[src/scp_consts.svh]
`ifndef SCP_CONSTS_SVH
`define SCP_CONSTS_SVH

// clock and power-on timeout
`define SCP_MCLK_HZ 25000000
`define SCP_POR_TIME_MS 150
`define SCP_POR_CYCLES (`SCP_POR_TIME_MS * (`SCP_MCLK_HZ / 1000))

// bus register byte offsets
`define SCP_ADDR_STATUS 8'h00
`define SCP_ADDR_CFG 8'h04
`define SCP_ADDR_TXDATA 8'h08
`define SCP_ADDR_RXDATA 8'h0C
`define SCP_ADDR_PRESCALE 8'h10
`define SCP_HSIZE_WORD 3'h2

// serial command codes, upper byte of the 16-bit word
`define SCP_CMD_CONFIG 8'h80
`define SCP_CMD_POWER 8'h82
`define SCP_CMD_RXREAD 8'hB0
`define SCP_CMD_TXWRITE 8'hB8
`define SCP_CMD_SUPPLY 8'hC0
`define SCP_CMD_FIFO 8'hCA
`define SCP_CMD_WAKE 8'hE0

// reset values of the command registers (low bytes), the prescale register and the flags
`define SCP_CFG_POR 8'h08
`define SCP_PWR_POR 8'h08
`define SCP_PRESCALE_POR 16'h0001
`define SCP_FLAGS_POR 16'h8000

// control bit positions
`define SCP_CFG_EL 7
`define SCP_CFG_EF 6
`define SCP_PWR_EB 2
`define SCP_PWR_EW 1

// status word bit positions
`define SCP_ST_POR 15
`define SCP_ST_TXRDY 14
`define SCP_ST_RXLVL 13
`define SCP_ST_OVUN 12
`define SCP_ST_WAKE 11
`define SCP_ST_PIN 10
`define SCP_ST_SUPPLY 9

// synchroniser vector layout and reset value
`define SCP_SYN_W 9
`define SCP_SYN_RST 9'h0A0

`endif

[src/scp_pkg.sv]
package scp_pkg;

  typedef enum logic [1:0] {
    SP_IDLE = 2'b00,
    SP_SHIFT = 2'b01,
    SP_DONE = 2'b10,
    SP_REJECT = 2'b11
  } scp_sp_state_t;

  typedef enum logic {
    AHB_IDLE = 1'b0,
    AHB_WAIT = 1'b1
  } scp_ahb_state_t;

  typedef struct packed {
    scp_ahb_state_t ahb_st;
    logic [7:0] a_addr;
    logic a_write;
    logic a_word;
    logic [31:0] hrdata;
    logic hready;
    logic hresp;
    logic [15:0] prescale;
    scp_sp_state_t sp_st;
    logic [15:0] cmd;
    logic [4:0] bitcnt;
    logic [15:0] sdo_sr;
    logic [15:0] snap;
    logic sdo;
    logic sdo_oe;
    logic sck_q;
    logic sel_q;
    logic ext_q;
    logic [7:0] cfg;
    logic [7:0] pwr;
    logic [3:0] fifo_lvl;
    logic [7:0] wake_per;
    logic [4:0] supply_thr;
    logic [7:0] tx_byte;
    logic tx_full;
    logic [15:0] flags;
    logic irq_n;
    logic [21:0] por_cnt;
    logic por_busy;
    logic [15:0] tick_cnt;
    logic [7:0] wake_cnt;
  } scp_state_t;

endpackage

[src/scp_sync.sv]
`timescale 1ns/100ps
`default_nettype none
module scp_sync import scp_pkg::*; #(
  parameter int W = 1,
  parameter logic [W-1:0] RST_VAL = '0
) (
  // clock and reset
  input wire logic clk,
  input wire logic rst,
  input wire logic ce,
  // data
  input wire logic [W-1:0] d,
  output logic [W-1:0] q
);
  typedef struct packed {
    logic [W-1:0] s1;
    logic [W-1:0] s2;
  } scp_sync_t;

  scp_sync_t s;
  scp_sync_t next_s;

  // first stage feeds only the second stage
  always_comb begin
    next_s = s;
    if (ce) begin
      next_s.s1 = d;
      next_s.s2 = s.s1;
    end
  end

  always_ff @(posedge clk or posedge rst) begin
    if (rst) begin
      s <= '{s1: RST_VAL, s2: RST_VAL};
    end else begin
      s <= next_s;
    end
  end

  assign q = s.s2;
endmodule
`default_nettype wire

[src/scp_rx_buf.sv]
`timescale 1ns/100ps
`default_nettype none
module scp_rx_buf import scp_pkg::*; #(
  parameter int DEPTH = 16
) (
  // clock and reset
  input wire logic clk,
  input wire logic rst,
  input wire logic ce,
  // control
  input wire logic en,
  input wire logic [3:0] level,
  // fill and drain
  input wire logic push,
  input wire logic [7:0] push_data,
  input wire logic pop,
  output logic [7:0] pop_data,
  output logic [4:0] count,
  // events
  output logic level_evt,
  output logic ovf_evt
);
  typedef struct packed {
    logic [DEPTH-1:0] bits;
    logic [4:0] cnt;
  } scp_rxb_t;

  scp_rxb_t s;
  scp_rxb_t next_s;
  logic [4:0] cnt_mid;
  logic room;

  assign room = ({27'h0, s.cnt} + 32'd8) <= DEPTH;

  // oldest bits sit at the top so reads come out msb first
  always_comb begin
    next_s = s;
    cnt_mid = s.cnt;
    level_evt = 1'b0;
    ovf_evt = 1'b0;
    if (ce && en) begin
      if (pop) begin
        next_s.bits = s.bits << 8;
        cnt_mid = (s.cnt >= 5'h08) ? 5'(s.cnt - 5'h08) : 5'h00;
      end
      if (push && !room) begin
        ovf_evt = 1'b1;
      end else if (push) begin
        next_s.bits = next_s.bits | ({push_data, {(DEPTH-8){1'b0}}} >> cnt_mid);
        cnt_mid = 5'(cnt_mid + 5'h08);
        level_evt = (level != 4'h0) && (cnt_mid >= {1'b0, level}) && (s.cnt < {1'b0, level});
      end
      next_s.cnt = cnt_mid;
    end
  end

  always_ff @(posedge clk or posedge rst) begin
    if (rst) begin
      s <= '0;
    end else begin
      s <= next_s;
    end
  end

  assign pop_data = s.bits[DEPTH-1 -: 8];
  assign count = s.cnt;
endmodule
`default_nettype wire

[src/scp_serial_port.sv]
`timescale 1ns/100ps
`default_nettype none
`include "scp_consts.svh"
// Functional notes
// - capture input bit on each rising shift clock while select is low
// - select high resets the serial receiver; next frame starts fresh
// - commands and transmit bytes share the serial input, one frame each
// - each word starts with a command code decoded from leading bits
// - words travel msb first and are assembled in that order
// - don't-care bit positions never influence the decoded function
// - power-on reset loads defaults into all command registers
// - serial commands are rejected during the power-on timeout of 150 ms
// - serial output changes on the falling shift clock edge
// - serial output floats while select is high
// - interrupt output low while any source, including power-on, is pending
// - transmit-ready event when the transmit register can take a byte
// - receive level event when the buffer holds the programmed bit count
// - one flag for receive overflow or transmit underrun
// - timer event when the wake-up period expires
// - external event on a low-going pulse of the external pin
// - supply event when supply is below the programmed threshold
// - receive events only while receive buffer mode is enabled
// - transmit events only while the transmit register is enabled
module scp_serial_port import scp_pkg::*; #(
  parameter int POR_CYCLES = `SCP_POR_CYCLES
) (
  // clock, reset, enable
  input wire logic MCLK,
  input wire logic RESET,
  input wire logic CE,
  // ahb-lite slave
  input wire logic HSEL,
  input wire logic [31:0] HADDR,
  input wire logic [1:0] HTRANS,
  input wire logic HWRITE,
  input wire logic [2:0] HSIZE,
  input wire logic [31:0] HWDATA,
  input wire logic HREADY,
  output logic [31:0] HRDATA,
  output logic HREADYOUT,
  output logic HRESP,
  // serial control pins
  input wire logic SCK,
  input wire logic CHIP_SELECT_N,
  input wire logic SDI,
  output logic SDO,
  output logic SDO_OE,
  // interrupt and monitored inputs
  output logic IRQ_OUT_N,
  input wire logic EXT_IRQ_IN_N,
  input wire logic [4:0] SUPPLY_LEVEL
);
  localparam logic [21:0] POR_LAST = 22'(POR_CYCLES - 1);
  localparam scp_state_t RST_STATE = '{
    ahb_st: AHB_IDLE,
    sp_st: SP_IDLE,
    hready: 1'b1,
    prescale: `SCP_PRESCALE_POR,
    sel_q: 1'b1,
    ext_q: 1'b1,
    cfg: `SCP_CFG_POR,
    pwr: `SCP_PWR_POR,
    flags: `SCP_FLAGS_POR,
    por_busy: 1'b1,
    default: '0
  };

  scp_state_t s;
  scp_state_t next_s;

  logic [`SCP_SYN_W-1:0] syn;
  logic sck_s;
  logic sel_s;
  logic sdi_s;
  logic ext_s;
  logic [4:0] supply_s;
  logic sck_rise;
  logic sck_fall;
  logic [7:0] rx_data;
  logic [4:0] rx_count;
  logic rx_lvl_evt;
  logic rx_ovf_evt;
  logic rx_push;
  logic rx_pop;
  logic tx_rdy_set;
  logic tx_unf_set;
  logic wake_evt;
  logic [15:0] status_clr;
  logic [15:0] set;
  logic [15:0] word;

  // multi-bit supply code is slow moving, so a plain two-stage pass is enough
  scp_sync #(.W(`SCP_SYN_W), .RST_VAL(`SCP_SYN_RST)) u_sync (
    .clk(MCLK),
    .rst(RESET),
    .ce(CE),
    .d({SCK, CHIP_SELECT_N, SDI, EXT_IRQ_IN_N, SUPPLY_LEVEL}),
    .q(syn)
  );

  assign {sck_s, sel_s, sdi_s, ext_s, supply_s} = syn;
  assign sck_rise = sck_s & ~s.sck_q;
  assign sck_fall = ~sck_s & s.sck_q;

  scp_rx_buf #(.DEPTH(16)) u_rx (
    .clk(MCLK),
    .rst(RESET),
    .ce(CE),
    .en(s.cfg[`SCP_CFG_EF]),
    .level(s.fifo_lvl),
    .push(rx_push),
    .push_data(HWDATA[7:0]),
    .pop(rx_pop),
    .pop_data(rx_data),
    .count(rx_count),
    .level_evt(rx_lvl_evt),
    .ovf_evt(rx_ovf_evt)
  );

  always_comb begin
    next_s = s;
    rx_push = 1'b0;
    rx_pop = 1'b0;
    tx_rdy_set = 1'b0;
    tx_unf_set = 1'b0;
    wake_evt = 1'b0;
    status_clr = 16'h0000;
    set = 16'h0000;
    word = 16'h0000;
    if (CE) begin
      next_s.sck_q = sck_s;
      next_s.sel_q = sel_s;
      next_s.ext_q = ext_s;
      // power-on timeout
      if (s.por_busy) begin
        if (s.por_cnt == POR_LAST) begin
          next_s.por_busy = 1'b0;
        end else begin
          next_s.por_cnt = 22'(s.por_cnt + 22'h1);
        end
      end
      // bus slave, one wait state so read data comes from a flop
      case (s.ahb_st)
        AHB_IDLE: begin
          next_s.hready = 1'b1;
          if (HSEL && HTRANS[1] && HREADY) begin
            next_s.ahb_st = AHB_WAIT;
            next_s.a_addr = HADDR[7:0];
            next_s.a_write = HWRITE;
            next_s.a_word = (HSIZE == `SCP_HSIZE_WORD) && (HADDR[31:8] == 24'h000000);
            next_s.hready = 1'b0;
          end
        end
        AHB_WAIT: begin
          next_s.ahb_st = AHB_IDLE;
          next_s.hready = 1'b1;
          next_s.hrdata = 32'h00000000;
          if (!s.a_word) begin
            next_s.hrdata = 32'h00000000;
          end else if (s.a_write) begin
            if (s.a_addr == `SCP_ADDR_RXDATA) begin
              rx_push = 1'b1;
            end else if (s.a_addr == `SCP_ADDR_PRESCALE) begin
              next_s.prescale = HWDATA[15:0];
            end
          end else begin
            if (s.a_addr == `SCP_ADDR_STATUS) begin
              next_s.hrdata = {15'h0000, s.por_busy, s.flags};
            end else if (s.a_addr == `SCP_ADDR_CFG) begin
              next_s.hrdata = {s.pwr, s.cfg, s.wake_per, 3'h0, s.supply_thr};
            end else if (s.a_addr == `SCP_ADDR_TXDATA) begin
              next_s.hrdata = {23'h000000, s.tx_full, s.tx_byte};
              if (s.cfg[`SCP_CFG_EL] && s.tx_full) begin
                next_s.tx_full = 1'b0;
                tx_rdy_set = 1'b1;
              end else if (s.cfg[`SCP_CFG_EL]) begin
                tx_unf_set = 1'b1;
              end
            end else if (s.a_addr == `SCP_ADDR_RXDATA) begin
              next_s.hrdata = {23'h000000, rx_count, s.fifo_lvl};
            end else if (s.a_addr == `SCP_ADDR_PRESCALE) begin
              next_s.hrdata = {16'h0000, s.prescale};
            end
          end
        end
        default: begin
          next_s.ahb_st = AHB_IDLE;
        end
      endcase
      // wake-up timer
      if (s.pwr[`SCP_PWR_EW] && (s.wake_per != 8'h00)) begin
        next_s.tick_cnt = 16'(s.tick_cnt + 16'h0001);
        if (s.tick_cnt >= s.prescale) begin
          next_s.tick_cnt = 16'h0000;
          next_s.wake_cnt = 8'(s.wake_cnt + 8'h01);
          if (8'(s.wake_cnt + 8'h01) >= s.wake_per) begin
            next_s.wake_cnt = 8'h00;
            wake_evt = 1'b1;
          end
        end
      end else begin
        next_s.tick_cnt = 16'h0000;
        next_s.wake_cnt = 8'h00;
      end
      // serial receiver and transmitter
      if (sel_s) begin
        next_s.sp_st = SP_IDLE;
        next_s.bitcnt = 5'h00;
        next_s.cmd = 16'h0000;
        next_s.sdo = 1'b0;
        next_s.sdo_oe = 1'b0;
      end else begin
        case (s.sp_st)
          SP_IDLE: begin
            if (s.por_busy) begin
              next_s.sp_st = SP_REJECT;
            end else begin
              next_s.sp_st = SP_SHIFT;
              next_s.snap = s.flags;
              next_s.sdo = s.flags[15];
              next_s.sdo_sr = {s.flags[14:0], 1'b0};
              next_s.sdo_oe = 1'b1;
            end
          end
          SP_SHIFT: begin
            if (sck_rise) begin
              next_s.cmd = {s.cmd[14:0], sdi_s};
              next_s.bitcnt = 5'(s.bitcnt + 5'h01);
              if ((s.bitcnt == 5'h00) && !sdi_s) begin
                status_clr = s.snap;
              end
              if ((s.bitcnt == 5'h07) && ({s.cmd[6:0], sdi_s} == `SCP_CMD_RXREAD) && s.cfg[`SCP_CFG_EF]) begin
                rx_pop = 1'b1;
                next_s.sdo_sr = {rx_data, 8'h00};
              end
              if (s.bitcnt == 5'h0F) begin
                next_s.sp_st = SP_DONE;
                word = {s.cmd[14:0], sdi_s};
              end
            end
            if (sck_fall) begin
              next_s.sdo = s.sdo_sr[15];
              next_s.sdo_sr = {s.sdo_sr[14:0], 1'b0};
            end
          end
          SP_DONE: begin
            if (sck_fall) begin
              next_s.sdo = s.sdo_sr[15];
              next_s.sdo_sr = {s.sdo_sr[14:0], 1'b0};
            end
          end
          default: begin
            next_s.sp_st = SP_REJECT;
          end
        endcase
      end
      // only the code byte and the used fields are looked at
      if (word[15:8] == `SCP_CMD_CONFIG) begin
        next_s.cfg = word[7:0];
      end else if (word[15:8] == `SCP_CMD_POWER) begin
        next_s.pwr = word[7:0];
      end else if (word[15:8] == `SCP_CMD_FIFO) begin
        next_s.fifo_lvl = word[7:4];
      end else if ((word[15:8] == `SCP_CMD_TXWRITE) && s.cfg[`SCP_CFG_EL]) begin
        next_s.tx_byte = word[7:0];
        next_s.tx_full = 1'b1;
      end else if (word[15:8] == `SCP_CMD_WAKE) begin
        next_s.wake_per = word[7:0];
        next_s.wake_cnt = 8'h00;
      end else if (word[15:8] == `SCP_CMD_SUPPLY) begin
        next_s.supply_thr = word[4:0];
      end
      // sticky flags, a new event wins over a status-read clear
      set[`SCP_ST_TXRDY] = tx_rdy_set;
      set[`SCP_ST_RXLVL] = rx_lvl_evt;
      set[`SCP_ST_OVUN] = rx_ovf_evt | tx_unf_set;
      set[`SCP_ST_WAKE] = wake_evt;
      set[`SCP_ST_PIN] = s.ext_q & ~ext_s;
      set[`SCP_ST_SUPPLY] = s.pwr[`SCP_PWR_EB] && (supply_s < s.supply_thr);
      next_s.flags = (s.flags & ~status_clr) | set;
      next_s.irq_n = ~|next_s.flags;
    end
  end

  always_ff @(posedge MCLK or posedge RESET) begin
    if (RESET) begin
      s <= RST_STATE;
    end else begin
      s <= next_s;
    end
  end

  assign HRDATA = s.hrdata;
  assign HREADYOUT = s.hready;
  assign HRESP = s.hresp;
  assign SDO = s.sdo;
  assign SDO_OE = s.sdo_oe;
  assign IRQ_OUT_N = s.irq_n;
endmodule
`default_nettype wire

[config.mk]
export PLATFORM = sky130hd
export DESIGN_NAME = scp_serial_port
export DESIGN_NICKNAME = d
export VERILOG_FILES = /design/src/scp_pkg.sv /design/src/scp_sync.sv /design/src/scp_rx_buf.sv /design/src/scp_serial_port.sv
export VERILOG_INCLUDE_DIRS = /design/src
export SDC_FILE = /design/constraint.sdc
export NUM_CORES = 1
export LEC_CHECK = 0
export ABC_AREA = 1
export ABC_CLOCK_PERIOD_IN_PS = 8750
export BUFFER_PORTS_ARGS = -buffer_cell sky130_fd_sc_hd__buf_4
export CAP_MARGIN = 20
export CORE_UTILIZATION = 60
export CTS_CLUSTER_DIAMETER = 40
export DETAILED_ROUTE_END_ITERATION = 12
export PLACE_DENSITY = 0.88
export RECOVER_POWER = 100
export SYNTH_ARGS = -nofsm -noshare
export SYNTH_HDL_FRONTEND = slang
export SYNTH_HIERARCHICAL = 1
export SYNTH_SLANG_ARGS = --single-unit
[constraint.sdc]
create_clock -name MCLK -period 8.75 [get_ports MCLK]
set_clock_uncertainty 0.1 [all_clocks]
set_input_delay 0.4375 -clock MCLK [delete_from_list [all_inputs] [get_ports MCLK]]
set_output_delay 0.4375 -clock MCLK [all_outputs]
set_load 0.05 [all_outputs]
==> Yosys cells after proc, flatten, opt, wreduce, memory -nomap -nowiden <==
Index checks and enable logic that the tools add are counted.
{ "totals": {"regBits": 263, "output_inout_bits": 37, "word_cells": 244} }
{ "op_classes": {"n_addsub": 7, "magnitude_cmp": 7, "eq_ne": 27, "n_shift": 1, "muxes": 102, "bitwise_logic": 21, "reduce_logical": 46} }
{ "op_table": {"columns": ["op", "count"], "rows": [
  ["two-way mux 16 bit", 20],
  ["two-way mux 32 bit", 4],
  ["== test 8 bit, second input constant", 7],
  ["two-way mux 1 bit", 52],
  ["two-way mux 24 bit", 2],
  ["two-way mux 8 bit", 6],
  ["one-hot mux 16 bit (3 select lines)", 1],
  ["two-way mux 39 bit", 1],
  ["two-way mux 34 bit", 1],
  ["<= comparator 32 x 5 -> 1 bit, second input constant", 1],
  ["two-way mux 5 bit", 5],
  ["zero test 24 bit", 1],
  ["two-way mux 23 bit", 1],
  ["adder 22 x 1 -> 22 bit, second input constant", 1],
  ["== test 22 bit, second input constant", 1],
  ["two-way mux 21 bit", 1],
  ["adder 16 x 1 -> 16 bit, second input constant", 1],
  ["bitwise AND 16 bit", 1],
  ["== test 8 x 4 -> 1 bit, second input constant", 2],
  ["greater-or-equal comparator 16 bit", 1],
  ["NOT 16 bit", 1],
  ["bitwise OR 16 x 15 -> 16 bit", 1],
  ["bitwise OR 16 bit", 1],
  ["AND reduction 4 bit", 4],
  ["46 further kinds", 94]
]} }

==> Logic depth before layout (Yosys ltp) <==
{ "depth": {"word_depth": 20, "depth_mapped": 23, "mapped_depth_nobuf": 21} }

==> Modules after synthesis <==
The synthesis kept the hierarchy.
{ "by_module_without_submodules": {"columns": ["mod", "n_inst", "cells_per_inst", "area_each_um2", "seq_area_each_um2"], "rows": [
  ["scp_serial_port", 1, 1498, 12004.0, 5589.1],
  ["scp_rx_buf", 1, 245, 1722.9, 525.5],
  ["scp_sync", 1, 86, 787.0, 455.4]
]} }

==> Worst setup path before layout <==
No wires, ideal clock.
{ "synth_path": {"path_kind": "flip-flop to flip-flop", "startpoint": "register s[165] in the netlist's numbering", "endpoint": "register s (netlist bit IRQ_OUT_N)", "setup_ps": 66, "arrival_time_ps": 2811, "path_slack_ps": 5774, "stages_incl_launch_ff": 24, "path_cell_list": "dfrtp_1 inv_1 ha_1 buf_4 nand2_4 inv_6 nand2_1 nor2_1 nand2_2 nand2_4 inv_2 buf_6 ha_1 o21ai_0 a21boi_0 o21ai_0 a21oi_1 inv_1 nand2_1 nor2_1 nand2_1 nor2_1 nand3_1 nand2_1"} }
{ "synth_between": {"elab_chain_len": 16} }
{ "synth_rtl": {"columns": ["element", "line", "source"], "rows": [
  ["start: declaration", "scp_serial_port.sv:68", "scp_state_t s;"],
  ["start signal: assignment", "scp_serial_port.sv:289", "s <= next_s;"],
  ["== test 2 x 1 -> 1 bit", "scp_serial_port.sv:213", "case (s.sp_st)"],
  ["two-way mux 1 bit", "scp_serial_port.sv:213", null],
  ["two-way mux 1 bit", "scp_serial_port.sv:206", "if (sel_s) begin"],
  ["two-way mux 1 bit", "scp_serial_port.sv:130", "if (CE) begin"],
  ["named net rx_pop", "scp_serial_port.sv:84", "logic rx_pop;"],
  ["two-way mux 5 bit", "scp_rx_buf.sv:42", "if (pop) begin"],
  ["two-way mux 5 bit", "scp_rx_buf.sv:41", "if (ce && en) begin"],
  ["adder 5 x 4 -> 5 bit", "scp_rx_buf.sv:50", "cnt_mid = 5'(cnt_mid + 5'h08);"],
  ["greater-or-equal comparator 5 x 4 -> 1 bit", "scp_rx_buf.sv:51", "level_evt = (level != 4'h0) && (cnt_mid >= {1'b0, level}) && (s.cnt < {1'b0, level});"],
  ["logical AND 1 bit (2 in a row)", "scp_rx_buf.sv:51", null],
  ["two-way mux 1 bit", "scp_rx_buf.sv:48", "end else if (push) begin"],
  ["two-way mux 1 bit", "scp_rx_buf.sv:46", "if (push && !room) begin"],
  ["two-way mux 1 bit", "scp_rx_buf.sv:41", null],
  ["named net rx_lvl_evt", "scp_serial_port.sv:81", "logic rx_lvl_evt;"],
  ["bitwise OR 16 x 15 -> 16 bit", "scp_serial_port.sv:280", "next_s.flags = (s.flags & ~status_clr) | set;"],
  ["OR reduction 16 bit", "scp_serial_port.sv:281", "next_s.irq_n = ~|next_s.flags;"],
  ["zero test 1 bit", "scp_serial_port.sv:281", null]
]} }
The timed path passes the listed nets, and every way through them passes these cells. The select of a mux whose other input is x is not followed.
A chain may end at the register's enable or synchronous reset.

==> Final worst setup path <==
{ "layout_path": {"startpoint": "input port CE", "endpoint": "register s (netlist bit IRQ_OUT_N)"} }
{ "layout_between": {"elab_chain_len": 13} }
{ "layout_rtl": {"columns": ["element", "line", "source"], "rows": [
  ["start: declaration", "scp_serial_port.sv:30", "input wire logic CE,"],
  ["two-way mux 1 bit", "scp_serial_port.sv:130", null],
  ["named net rx_pop", "scp_serial_port.sv:84", null],
  ["two-way mux 5 bit", "scp_rx_buf.sv:42", null],
  ["two-way mux 5 bit", "scp_rx_buf.sv:41", null],
  ["adder 5 x 4 -> 5 bit", "scp_rx_buf.sv:50", null],
  ["greater-or-equal comparator 5 x 4 -> 1 bit", "scp_rx_buf.sv:51", null],
  ["logical AND 1 bit (2 in a row)", "scp_rx_buf.sv:51", null],
  ["two-way mux 1 bit", "scp_rx_buf.sv:48", null],
  ["two-way mux 1 bit", "scp_rx_buf.sv:46", null],
  ["two-way mux 1 bit", "scp_rx_buf.sv:41", null],
  ["named net rx_lvl_evt", "scp_serial_port.sv:81", null],
  ["bitwise OR 16 x 15 -> 16 bit", "scp_serial_port.sv:280", null],
  ["OR reduction 16 bit", "scp_serial_port.sv:281", null],
  ["zero test 1 bit", "scp_serial_port.sv:281", null]
]} }
The timed path passes the listed nets, and every way through them passes these cells. The select of a mux whose other input is x is not followed.

==> impl_metrics.toml <==
[synth]
avgSynthCellArea_sq_um = 7.935
yosys_warnings = 6
yosys.area.top_type = "dfrtp_1"
yosysUniqueCellTypes = 57
syn_nets = 1963
ys_seq_area_share_pct = 45.27
synth_edf_count = 0
synth_flop_cell = "dfrtp_1"
syn-cell-area_sq_mm = 0.01451
syn_inst = 1829
synthTopCellsByArea = "dfrtp_1 (43%), nand2_1 (13%), o21ai_0 (5.2%), nand3_1 (4.9%), inv_1 (4.8%)"
synth_top_area_share_pct = 43.28
synth-seq-cells = 262
async_flop_share_pct = 100.0

[routing]
viasPerCell = 5.856
antenna_violating_nets_post_route = 0
wirelength_mm = 37.66
vias = 12890
first_pass_iters = 9
remaining_drc_errors = 0
wire_per_inst_um = 17.10
drt_iter0_drc = 1536

[power_and_ir_drop]
power_density_mw_per_mm2 = 228.6
vdd_drop_max_v = 0.0001338
leakage_nw = 7.760

[layout]
fin_nets = 1990
drive_gt1_share_pct = 8.497
num_antenna_cells = 0
fillCellCount = 1852
register_area_sq_mm = 0.006570
design_area_sq_mm = 0.01598
multi_input_area_sq_mm = 0.006347
area_growth_pct = 10.13
fin_util_pct = 67.69

[clock_network]
cts_made_buffers = 35
clk_path_buf_depth = 3
cts_sinks = 262
clk_latency_ps = 510
cts.clk_slew.worst_paths_ps = 60
htreeDepth = 2
cts_tree = "built"
cts-root-buf = "clkbuf_16"

[min_path]
hold_path_end = "s[225]$_DFFE_PP0P_"
holdCritStartpoint = "HADDR[7]"
worst_hold_path_type = "in -> reg"
hold_depth = 3

[sta]
drv_slew = 149
final_hold_viol_count = 0
fmax_ghz = 0.1721
setup_viol = 0
rsz0062_at_grt = "no"
post-route-period-util_pct = 66.43
slew_headroom_pct = -205.7
final.setup.tns_ps = 0
tightest_slew_ps = 4561
fin_crit_ps = 5812

[die]
core_sq_mm = 0.02361
initial_utilization_pct = 61.47
rows = 56
die-area_sq_mm = 0.02482
die_w_um = 157.5
ioPinCount = 121
dieHeight_um = 157.5

[critical_path]
critical_path_class = "in -> reg"
required_ps = 9100
rrSetupSlack_ps = 3740
r2r_cells = 21
r2r-end = "IRQ_OUT_N$_DFFE_PP0P_"
cp.arrival_ps = 6160
start_kind = "input pin"
critPathCaptureType = "register"
r2r-start = "s[165]$_DFFE_PP0P_"
crit_path_max_fanout = 26

[grt]
grt_start_max_net_pins = 104
antenna_found_initial = 0
grt_pass1_vias = 12260
grt_usage_pct = 31.19
grt.overflow.total = 0
grt_pass1_wl_mm = 61.02

[placed_design]
port_buffers = 102
dp_hpwl_mm = 26.16
place_area_sq_mm = 0.01499
routabilityCongestion = 1.004

[run]
cap_violations = 2

[status]
outcome = "finished with violations"
violations = "max-capacitance violations, max-slew violations"
==> power by group <==
part           switching (mW)  total (mW)  internal [mW]
sequential              0.116        1.49           1.38
clock                   0.546        1.50          0.951
combinational           0.462       0.664          0.202
==> final cells by class <==
class / count / share of cell area (%)
Timing Repair Buffer: 111 / 4.368
Clock inverter: 18 / 1.566
Sequential cell: 262 / 41.10
Inverter: 194 / 4.579
Multi-Input combinational cell: 1252 / 39.71
Tap cell: 319 / 2.497
Clock buffer: 46 / 6.176
==> synth_stat cells, types with 6 or more instances <==
cell type / number
o21ai_0: 150
nand2_2: 8
dfstp_2: 11
buf_2: 16
buf_4: 61
nor3_1: 32
ha_1: 50
dfrtp_1: 251
xnor2_1: 7
o221ai_1: 6
nand4_1: 44
a21oi_1: 60
nand3_1: 141
nor4_1: 11
inv_1: 187
o22ai_1: 10
nand2_1: 493
xor2_1: 28
nor2_1: 109
o21ai_1: 11
clkbuf_1: 34
nor2_2: 8
o211ai_1: 19
o21a_1: 13
o21ai_2: 7
==> state kept, by name (all words and copies together) (netlist names) <==
name and count:
IRQ_OUT_N 1, SDO 1, u_rx/s 8, u_rx/count 5
u_sync/s 9, HREADYOUT 1, SDO_OE 1, u_rx/pop_data 8
s 187, HRDATA 32, u_sync/q 9
==> critical path: stages <==
cell      delay (ps)
clkbuf_1        1010
inv_1            890
nor2_1           420
nand2_1          170
nor2_1           130
clkbuf_1         550
nand2_1          480
nand2_1          450
inv_1            300
ha_1             340
a21boi_0         120
o21ai_0          200
a21oi_1          100
inv_1             60
nand2_1           60
nor2_1           100
nand2_1           70
nor2_1           110
nand3_1           80
nand2_1           50
==> cell usage in the layout, fill, tap and decap left out, types with 3 or more instances in the layout <==
cell	Yosys	final
nand2_1	493	499
dfrtp_1	251	251
inv_1	187	188
o21ai_0	150	161
nand3_1	141	143
nor2_1	109	112
buf_4	61	67
a21oi_1	60	62
ha_1	50	50
clkbuf_1	34	46
nand4_1	44	44
clkbuf_16	0	35
nor3_1	32	34
xor2_1	28	28
o211ai_1	19	19
o21a_1	13	13
nor4_1	11	11
dfstp_2	11	10
o22ai_1	10	10
xnor2_1	7	7
clkbuf_8	0	7
o21ai_1	11	6
o221ai_1	6	6
nor2_2	8	5
inv_6	1	5
bufinv_16	0	5
nand2_2	8	5
mux2i_1	4	4
a211oi_1	4	4
clkinvlp_2	0	3
nand3b_1	3	3
clkinv_4	0	3
clkinv_2	0	3
==> per-layer routing <==
layer  global-route usage [%]  vias up  part of all wire (%)
li1                         -     6017                     -
met1                    40.74     6099                    40
met2                    51.35      668                    47
met3                    6.167      110                    10
met4                    11.65        0                   3.3
met5                        0        -                     0
==> metrics by stage <==
stage / power [mW] / cells / hold slack, ps / worst slack, ps
floorplan: 2.003 / 1829 / 273.2 / 2118
finish: 3.655 / 2202 / 25.02 / 2938
global route: 3.820 / 2202 / 28.81 / 2463
global placement: 2.125 / 2135 / 350.5 / 4404
detailed placement: 2.161 / 2135 / 355.1 / 4363
CTS: 3.661 / 2200 / 19.78 / 4760
==> worst max-delay path by stage <==
stage	start	endpoint	slack, ps	cells past startpoint
2_1_floorplan	RESET	HRDATA[0]$_DFFE_PP0P_	2120	1
3_3_place_gp	CE	IRQ_OUT_N$_DFFE_PP0P_	4400	18
3_5_place_dp	CE	IRQ_OUT_N$_DFFE_PP0P_	4360	18
4_1_cts	s[226]$_DFFE_PP0P_	IRQ_OUT_N$_DFFE_PP0P_	4760	17
5_1_grt	CE	IRQ_OUT_N$_DFFE_PP0P_	2460	20
6_report	CE	IRQ_OUT_N$_DFFE_PP0P_	2940	20
==> cells by family after synthesis <==
group / count (synthesis) / share of synthesized area, %
xor+xnor: 35 / 2.112
flops: 262 / 45.27
buf+inv: 315 / 10.28
other cells: 1 / 0.02584
compound gates: 296 / 11.59
simple gates: 866 / 26.14
mux: 4 / 0.2759
fa+ha+maj: 50 / 4.310
==> timing repair <==
item,in CTS,in global routing
endpoints found under the hold margin,15,0
resized for setup,0,0
setup buffers,0,0
hold buffers,1,0
(Power assumes the default switching activity.)
